--- src/common/psrw_consts.vh ---
// constants for the program space read window
`ifndef PSRW_CONSTS_VH
`define PSRW_CONSTS_VH

`define PSRW_EA_W          16
`define PSRW_EA_MSB        15
`define PSRW_PAGE_W        10
`define PSRW_PAGE_EN_BIT   9
`define PSRW_PAGE_HALF_BIT 8
`define PSRW_PAGE_LO_MSB   7
`define PSRW_PM_ADDR_W     23
`define PSRW_PM_DATA_W     24
`define PSRW_BYTE_W        8
`define PSRW_LO_WORD_MSB   15
`define PSRW_UP_BYTE_LSB   16
`define PSRW_ODD_BIT       0
`define PSRW_RSP_W         16
`define PSRW_PAGE_ZERO     10'h000
`define PSRW_PAGE_FIRST    10'h200
`define PSRW_PAGE_UPPER    10'h300
`define PSRW_PAGE_LAST     10'h3FF
`define PSRW_PAGE_WORDS    15'h4000
`define PSRW_WAIT_W        3
`define PSRW_EXTRA_NONE    3'h0
`define PSRW_EXTRA_MOV     3'h1
`define PSRW_EXTRA_OTHER   3'h2
`define PSRW_EXTRA_RPT     3'h2
`define PSRW_PM_LAT        3'h2
`define PSRW_ST_IDLE       1'h0
`define PSRW_ST_BUSY       1'h1

`endif

--- src/hdl/psrw_wait_ctr.v ---
// down counter that holds off the answer for the access time
`timescale 1ns/1ns
`include "psrw_consts.vh"

module psrw_wait_ctr
#(
    parameter WAIT_W = `PSRW_WAIT_W
)
(
    sys_clk,
    reset_n,
    load,
    load_val,
    count_en,
    cnt_zero
);
    input  wire              sys_clk;
    input  wire              reset_n;
    input  wire              load;
    input  wire [WAIT_W-1:0] load_val;
    input  wire              count_en;
    output wire              cnt_zero;

    reg [WAIT_W-1:0] cnt_q;
    reg [WAIT_W-1:0] cnt_d;

    // load wins over counting
    always @*
    begin
        cnt_d = cnt_q;
        if (load)
            cnt_d = load_val;
        else if (count_en && (cnt_q != {WAIT_W{1'b0}}))
            cnt_d = cnt_q - {{(WAIT_W-1){1'b0}}, 1'b1};
    end

    always @(posedge sys_clk or negedge reset_n)
    begin
        if (!reset_n)
            cnt_q <= {WAIT_W{1'b0}};
        else
            cnt_q <= cnt_d;
    end

    assign cnt_zero = (cnt_q == {WAIT_W{1'b0}});

endmodule

--- src/hdl/psrw_bridge.v ---
// program space read window between core data reads and program memory
`timescale 1ns/1ns
`include "psrw_consts.vh"

// How it works
// - The upper half of data space can be pointed at any page of program memory, each page holding a fixed count of program words.
// - A read goes to program memory only when the address top bit and the read page top bit are both one.
// - The program address is the low eight read page bits above the fifteen low pointer bits, 23 bits in all.
// - Read page bit 8 picks the lower program word when zero and the upper word when one.
// - There are 512 window pages, 200h to 3FFh, the lower half mapping lower words and the upper half upper words.
// - Lower word pages map to even program addresses 000000h to 7FFFFEh and only reads pass, never writes.
// - Upper word pages map to odd program addresses 000001h to 7FFFFFh for reads only, half of those bytes being phantom.
// - An indirect access at or above 8000h with the read or write page equal to zero raises an address error trap.
// - Outside a repeat loop a window access takes one extra cycle for word and double moves and two for all else.
// - Inside a repeat loop the first, last, interrupt exit and re-entry iterations take two extra cycles.
// - Every other repeat loop iteration completes its window access with no extra cycle.

module psrw_bridge
#(
    parameter WAIT_W = `PSRW_WAIT_W
)
(
    sys_clk,
    reset_n,
    req_valid,
    req_ready,
    req_write,
    req_indirect,
    req_byte,
    req_word_op,
    effective_addr,
    read_page_register,
    write_page_register,
    rpt_active,
    rpt_first,
    rpt_last,
    rpt_irq_exit,
    rpt_irq_reentry,
    window_hit,
    write_refused,
    addr_err_trap,
    rsp_valid,
    rsp_data,
    pm_rd_en,
    pm_addr,
    pm_upper,
    pm_rd_data
);
    input  wire                         sys_clk;
    input  wire                         reset_n;
    input  wire                         req_valid;
    output wire                         req_ready;
    input  wire                         req_write;
    input  wire                         req_indirect;
    input  wire                         req_byte;
    input  wire                         req_word_op;
    input  wire [`PSRW_EA_W-1:0]        effective_addr;
    input  wire [`PSRW_PAGE_W-1:0]      read_page_register;
    input  wire [`PSRW_PAGE_W-1:0]      write_page_register;
    input  wire                         rpt_active;
    input  wire                         rpt_first;
    input  wire                         rpt_last;
    input  wire                         rpt_irq_exit;
    input  wire                         rpt_irq_reentry;
    output wire                         window_hit;
    output wire                         write_refused;
    output wire                         addr_err_trap;
    output wire                         rsp_valid;
    output wire [`PSRW_RSP_W-1:0]       rsp_data;
    output wire                         pm_rd_en;
    output wire [`PSRW_PM_ADDR_W-1:0]   pm_addr;
    output wire                         pm_upper;
    input  wire [`PSRW_PM_DATA_W-1:0]   pm_rd_data;

    // page equals zero, used for both page registers
    function page_is_zero;
        input [`PSRW_PAGE_W-1:0] page;
        begin
            page_is_zero = (page == `PSRW_PAGE_ZERO);
        end
    endfunction

    // window page: 200h..3FFh, all with the top bit set
    function page_in_window;
        input [`PSRW_PAGE_W-1:0] page;
        begin
            page_in_window = (page >= `PSRW_PAGE_FIRST)
                             && (page <= `PSRW_PAGE_LAST);
        end
    endfunction

    // one byte of the captured word, zero extended
    function [`PSRW_RSP_W-1:0] byte_ext;
        input [`PSRW_BYTE_W-1:0] b;
        begin
            byte_ext = {{(`PSRW_RSP_W-`PSRW_BYTE_W){1'b0}}, b};
        end
    endfunction

    reg                          state_q;
    reg                          state_d;
    reg                          upper_q;
    reg                          byte_q;
    reg                          odd_q;
    reg                          cap_pend_q;
    reg [`PSRW_PM_DATA_W-1:0]    cap_data_q;
    reg [`PSRW_RSP_W-1:0]        sel_data;
    reg [WAIT_W-1:0]             extra;
    reg                          window_hit_q;
    reg                          write_refused_q;
    reg                          addr_err_trap_q;
    reg                          rsp_valid_q;
    reg [`PSRW_RSP_W-1:0]        rsp_data_q;
    reg                          pm_rd_en_q;
    reg [`PSRW_PM_ADDR_W-1:0]    pm_addr_q;
    reg                          pm_upper_q;
    wire                         take;
    wire                         ea_high;
    wire                         pg_zero;
    wire                         rd_hit;
    wire                         wr_hit;
    wire                         trap;
    wire                         cnt_zero;
    wire [WAIT_W-1:0]            wait_load;
    wire                         busy;
    wire                         rsp_fire;
    wire                         rpt_edge;
    wire [`PSRW_BYTE_W-1:0]      byte_lo;
    wire [`PSRW_BYTE_W-1:0]      byte_hi;
    wire [`PSRW_BYTE_W-1:0]      byte_up;

    assign busy      = (state_q == `PSRW_ST_BUSY);
    assign rsp_fire  = busy && cnt_zero;
    assign req_ready = (state_q == `PSRW_ST_IDLE);
    assign take      = req_valid && req_ready;
    assign ea_high   = effective_addr[`PSRW_EA_MSB];

    // page zero checked against the page of the access direction
    assign pg_zero = req_write ? page_is_zero(write_page_register)
                               : page_is_zero(read_page_register);
    assign trap = take && req_indirect && ea_high && pg_zero;

    // reads only, address top bit and page top bit both set
    assign rd_hit = take && !req_write && ea_high
                    && page_in_window(read_page_register);
    assign wr_hit = take && req_write && ea_high
                    && page_in_window(write_page_register);

    // iterations of a repeat loop that pay the full penalty
    assign rpt_edge = rpt_first || rpt_last
                      || rpt_irq_exit || rpt_irq_reentry;

    // extra cycles for this access
    always @*
    begin
        extra = `PSRW_EXTRA_NONE;
        if (rpt_active)
        begin
            if (rpt_edge)
                extra = `PSRW_EXTRA_RPT;
            else
                extra = `PSRW_EXTRA_NONE;
        end
        else if (req_word_op)
            extra = `PSRW_EXTRA_MOV;
        else
            extra = `PSRW_EXTRA_OTHER;
    end

    assign wait_load = `PSRW_PM_LAT + extra;

    psrw_wait_ctr
    #(
        .WAIT_W (WAIT_W)
    )
    i_psrw_wait_ctr
    (
        .sys_clk  (sys_clk),
        .reset_n  (reset_n),
        .load     (rd_hit),
        .load_val (wait_load),
        .count_en (busy),
        .cnt_zero (cnt_zero)
    );

    always @*
    begin
        state_d = state_q;
        case (state_q)
            `PSRW_ST_IDLE:
            begin
                if (rd_hit)
                    state_d = `PSRW_ST_BUSY;
            end
            `PSRW_ST_BUSY:
            begin
                if (cnt_zero)
                    state_d = `PSRW_ST_IDLE;
            end
            default:
            begin
                state_d = `PSRW_ST_IDLE;
            end
        endcase
    end

    // the three real bytes of the captured program word
    assign byte_lo = cap_data_q[`PSRW_BYTE_W-1:0];
    assign byte_hi = cap_data_q[`PSRW_LO_WORD_MSB:`PSRW_BYTE_W];
    assign byte_up = cap_data_q[`PSRW_PM_DATA_W-1:`PSRW_UP_BYTE_LSB];

    // pick lower or upper program word, then the byte
    always @*
    begin
        sel_data = {`PSRW_RSP_W{1'b0}};
        if (!upper_q)
        begin
            sel_data = cap_data_q[`PSRW_LO_WORD_MSB:0];
            if (byte_q)
                sel_data = odd_q ? byte_ext(byte_hi)
                                 : byte_ext(byte_lo);
        end
        else
        begin
            // high byte of the upper word is phantom
            sel_data = byte_ext(byte_up);
            if (byte_q && odd_q)
                sel_data = {`PSRW_RSP_W{1'b0}};
        end
    end

    // outputs straight from their flops
    assign window_hit    = window_hit_q;
    assign write_refused = write_refused_q;
    assign addr_err_trap = addr_err_trap_q;
    assign rsp_valid     = rsp_valid_q;
    assign rsp_data      = rsp_data_q;
    assign pm_rd_en      = pm_rd_en_q;
    assign pm_addr       = pm_addr_q;
    assign pm_upper      = pm_upper_q;

    // state and one-cycle request pulses
    always @(posedge sys_clk or negedge reset_n)
    begin
        if (!reset_n)
        begin
            state_q         <= `PSRW_ST_IDLE;
            window_hit_q    <= 1'b0;
            write_refused_q <= 1'b0;
            addr_err_trap_q <= 1'b0;
            pm_rd_en_q      <= 1'b0;
            cap_pend_q      <= 1'b0;
        end
        else
        begin
            state_q         <= state_d;
            window_hit_q    <= rd_hit;
            write_refused_q <= wr_hit;
            addr_err_trap_q <= trap;
            pm_rd_en_q      <= rd_hit;
            cap_pend_q      <= pm_rd_en_q;
        end
    end

    // program address and the attributes of the read in flight
    always @(posedge sys_clk or negedge reset_n)
    begin
        if (!reset_n)
        begin
            pm_addr_q  <= {`PSRW_PM_ADDR_W{1'b0}};
            pm_upper_q <= 1'b0;
            upper_q    <= 1'b0;
            byte_q     <= 1'b0;
            odd_q      <= 1'b0;
        end
        else if (rd_hit)
        begin
            // low page byte over the pointer's low fifteen bits
            pm_addr_q  <= {read_page_register[`PSRW_PAGE_LO_MSB:0],
                           effective_addr[`PSRW_EA_MSB-1:0]};
            pm_upper_q <= read_page_register[`PSRW_PAGE_HALF_BIT];
            upper_q    <= read_page_register[`PSRW_PAGE_HALF_BIT];
            byte_q     <= req_byte;
            odd_q      <= effective_addr[`PSRW_ODD_BIT];
        end
    end

    // capture the memory word, then answer once the wait has run out
    always @(posedge sys_clk or negedge reset_n)
    begin
        if (!reset_n)
        begin
            cap_data_q  <= {`PSRW_PM_DATA_W{1'b0}};
            rsp_valid_q <= 1'b0;
            rsp_data_q  <= {`PSRW_RSP_W{1'b0}};
        end
        else
        begin
            rsp_valid_q <= rsp_fire;
            if (cap_pend_q)
                cap_data_q <= pm_rd_data;
            if (rsp_fire)
                rsp_data_q <= sel_data;
        end
    end

endmodule

--- config.mk ---
export PLATFORM = sky130hd
export DESIGN_NAME = psrw_bridge
export DESIGN_NICKNAME = d
export VERILOG_FILES = /design/src/hdl/psrw_wait_ctr.v /design/src/hdl/psrw_bridge.v
export VERILOG_INCLUDE_DIRS = /design/src /design/src/common
export SDC_FILE = /design/constraint.sdc
export NUM_CORES = 1
export LEC_CHECK = 0
export ABC_CLOCK_PERIOD_IN_PS = 2700
export BUFFER_PORTS_ARGS = -buffer_cell sky130_fd_sc_hd__buf_2
export CORE_MARGIN = 5
export CORE_UTILIZATION = 50
export CTS_CLUSTER_SIZE = 25
export DETAILED_ROUTE_END_ITERATION = 8
export MAX_ROUTING_LAYER = met4
export PLACE_DENSITY_LB_ADDON = 0.3
export SLEW_MARGIN = 20
export SYNTH_ARGS = -nofsm -noshare
export SYNTH_HDL_FRONTEND = slang
export SYNTH_HIERARCHICAL = 1
export SYNTH_SLANG_ARGS = --single-unit
--- constraint.sdc ---
create_clock -name sys_clk -period 2.7 [get_ports sys_clk]
set_input_delay 0.81 -clock sys_clk [delete_from_list [all_inputs] [get_ports sys_clk]]
set_output_delay 0.81 -clock sys_clk [all_outputs]
set_load 0.01 [all_outputs]
==> summary.txt <==
Logic synthesis
  • Asr flop ratio synth: 100%
  • Syn_nets: 288
  • Synthesis-stage register bit count: 74
  • Area leader, netlist: dfrtp_1
  • Commonest cells post-synth: dfrtp_1, mux2_2, mux2_4
  • Number of synthesized flops with an enable pin: 0
  • Synth top area share: 59.9%
  • Netlist cell types: 27
  • Register area share after synthesis: 59.9%
  • Number of synthesis warnings: 6
  • Most used DFF post-synth: dfrtp_1
  • Average size of a mapped cell: 14.4 um^2
  • Top-count cell post-synth: dfrtp_1
  • Synth area leaders: dfrtp_1, mux2_2, mux2_4, a221oi_1, a22o_1
  • Post-synthesis cell area: 3090 um^2
  • Mapped Cells: 214

Global route
  • First-pass GRT wire length: 10.6 mm
  • Vias in the first global route: 2,188
  • Pin count of the biggest net entering global routing: 75
  • Initial antenna violation count: 0
  • GR Overflow Total: 0
  • Gr usage total: 18.6%

Drt
  • Vias per cell: 5.25
  • Vias post-DR: 2,170
  • Final ANT Viol Nets: 0
  • Starting DRT DRC Count: 64
  • Residual DRC: 0
  • Final wirelength: 6.84 mm
  • Drt first pass iters: 4
  • Post-DR wirelength/cell: 16.6 um

Critical path
  • Worst EP arrival: 2330 ps
  • CP Max Fanout: 36
  • Req. time, crit path: 2930 ps
  • FF-to-FF End: pm_addr[22]
  • R2r setup slk: 640 ps
  • Cell count of the worst reg-to-reg path: 3
  • Worst setup SP type: input port
  • Crit end category: register
  • Crit Path Class: input port to register
  • FF-to-FF Start: busy

Power and ir drop
  • VDD IR max: 0.471 mV
  • PD cells: 1070 nW/um^2
  • Leakage Power: 1.95 nW

Place
  • RD Place Congestion: 0.726
  • Port bufs: 117
  • Placement Cell Area: 3710 um^2
  • Final HPWL DP: 4.98 mm
  • Setup WS pre-CTS: 251 ps

Clock network
  • CTS Sinks: 74
  • Clock latency on the worst-skew pair: 340 ps
  • CTS tree: done
  • Root buffer cell: clkbuf_8
  • Post-CTS Resized: 0
  • Cts hold-fix bufs: 0
  • # H-tree levels: 3
  • Num CTS Buffers: 9
  • Postcts setup bufs: 0
  • Maximum buffer depth of the clock tree: 2
  • Clock Pin Slew Worst Setup and Hold Paths: 70 ps

Run status
  • Outcome: complete, no violations

Floorplan
  • Starting density of the core: 51.9%
  • Chip height: 88.6 um
  • Die width: 88.6 um
  • FP Rows: 28
  • CORE AREA: 5960 um^2
  • Die Area: 7850 um^2
  • # IOs: 118

Min path
  • Hold path endpoint: cap_pend_q
  • Worst hold start: pm_rd_en
  • WHS Path Cells: 0
  • Worst Hold Class: register to register

STA
  • Share of the clock period used by the worst path: 77.8%
  • Final-report setup violation count: 0
  • Worst hold slack: 429 ps
  • Fin Setup TNS: 0 ps
  • Slew at the pin closest to its max-slew limit: 986 ps
  • Fin. max-slew vios: 0
  • Unrepaired setup endpoints after global routing: false
  • Worst slew margin: 33.7%
  • Worst setup margin: 600 ps
  • Max Clk Rate: 0.476 GHz
  • Tmin final: 2100 ps
  • Count of final hold-check violations: 0
  • Worst Skew: 9.19 ps

Layout
  • Register area: 1850 um^2
  • Multi-input logic area: 1140 um^2
  • Layout cells sized above 1: 56.8%
  • Layout net count: 407
  • Area Growth Syn to Fin: 26.5%
  • Design area: 3910 um^2
  • Fill count: 480
  • Antenna cells: 0

Run
  • Max Cap Viol: 0
[layout by cell type, fill, tap and decap left out]
master     Yosys  final
nand3_1        2      2
a21oi_1        2      2
clkinv_1       1      1
bufinv_16      0      1
a22o_1         8      8
or4b_1         3      3
o311ai_1       2      2
a221oi_1       8      8
inv_1          5      5
nor4_1         4      4
nor4b_1        1      1
buf_4          2      3
mux2_2        39     39
and3b_1        3      2
clkbuf_8       0     10
dfrtp_1       74     74
nor3_1         3      3
clkinv_2       0      3
and3b_2        0      1
clkbuf_1       3      1
o211ai_1       1      1
nor2b_1        2      2
and3_1         1      1
buf_2          3    116
clkinv_4       0      1
nand2b_1       1      1
ha_1           2      2
nor2_1        16     16
nand2_1        6      6
o21bai_1       1      1
mux2_4        18     18
[worst max path at each step]
stage,depth (start not counted),endpoint,from
after floorplan,6,i_psrw_wait_ctr/cnt_q[1],effective_addr[15]
after global placement,5,i_psrw_wait_ctr/cnt_q[2],effective_addr[15]
after detailed placement,5,i_psrw_wait_ctr/cnt_q[2],effective_addr[15]
after CTS,5,i_psrw_wait_ctr/cnt_q[1],effective_addr[15]
after global routing,6,rsp_data[13],i_psrw_wait_ctr/cnt_q[0]
final,5,i_psrw_wait_ctr/cnt_q[1],effective_addr[15]
[through the flow]
step                util, %  cells  total power [mW]
finish                 65.6    413              4.18
detailed placement     62.3    397              3.39
CTS                    65.6    413              4.24
global route           65.6    413              4.47
floorplan                 -    214              2.81
global placement       62.3    397              3.32
[worst max-delay path, stage by stage]
cell      delay (ps)
buf_2            100
and3b_1          180
and3b_2          520
or4b_1           630
o311ai_1          90
[kinds of logic after synthesis]
group / after synthesis / share of synthesized area, %
and+or+nand+nor: 42 / 7.21
buffers and inverters: 17 / 3.16
AOI/OAI and AO/OA: 22 / 5.91
muxes: 57 / 23.0
adders and majority gates: 2 / 0.810
DFF: 74 / 59.9
[area by class of cell]
class	count	share of cell area, %
clock buffer	11	3.62
tap	75	2.40
timing repair buffer	119	15.4
multi-input combinational	123	29.2
clock inverter	5	1.38
inverter	6	0.576
sequential	74	47.4
[power breakdown]
part           internal, mW  switching (mW)  leakage (nW)
registers              1.61           0.316         0.911
logic                 0.802           0.619         0.936
clock network         0.449           0.391         0.103
[routing by layer]
layer  vias to the layer above  share of wire (%)  global-route usage, %
li1                       1012                  -                      -
met1                      1088                 41                   23.2
met2                        59                 53                   29.8
met3                        11                5.0                   3.91
met4                         0                1.8                   7.42
met5                         -                  0                      -
[sequential cells by signal, indices dropped and copies added (netlist names)]
name,count
addr_err_trap,1
busy,1
byte_q,1
cap_data_q,24
cap_pend_q,1
i_psrw_wait_ctr/cnt_q,3
pm_addr,23
pm_rd_en,1
rsp_data,16
rsp_valid,1
upper_q,1
write_refused,1
No activity file was read; power rests on OpenSTA's default activity.
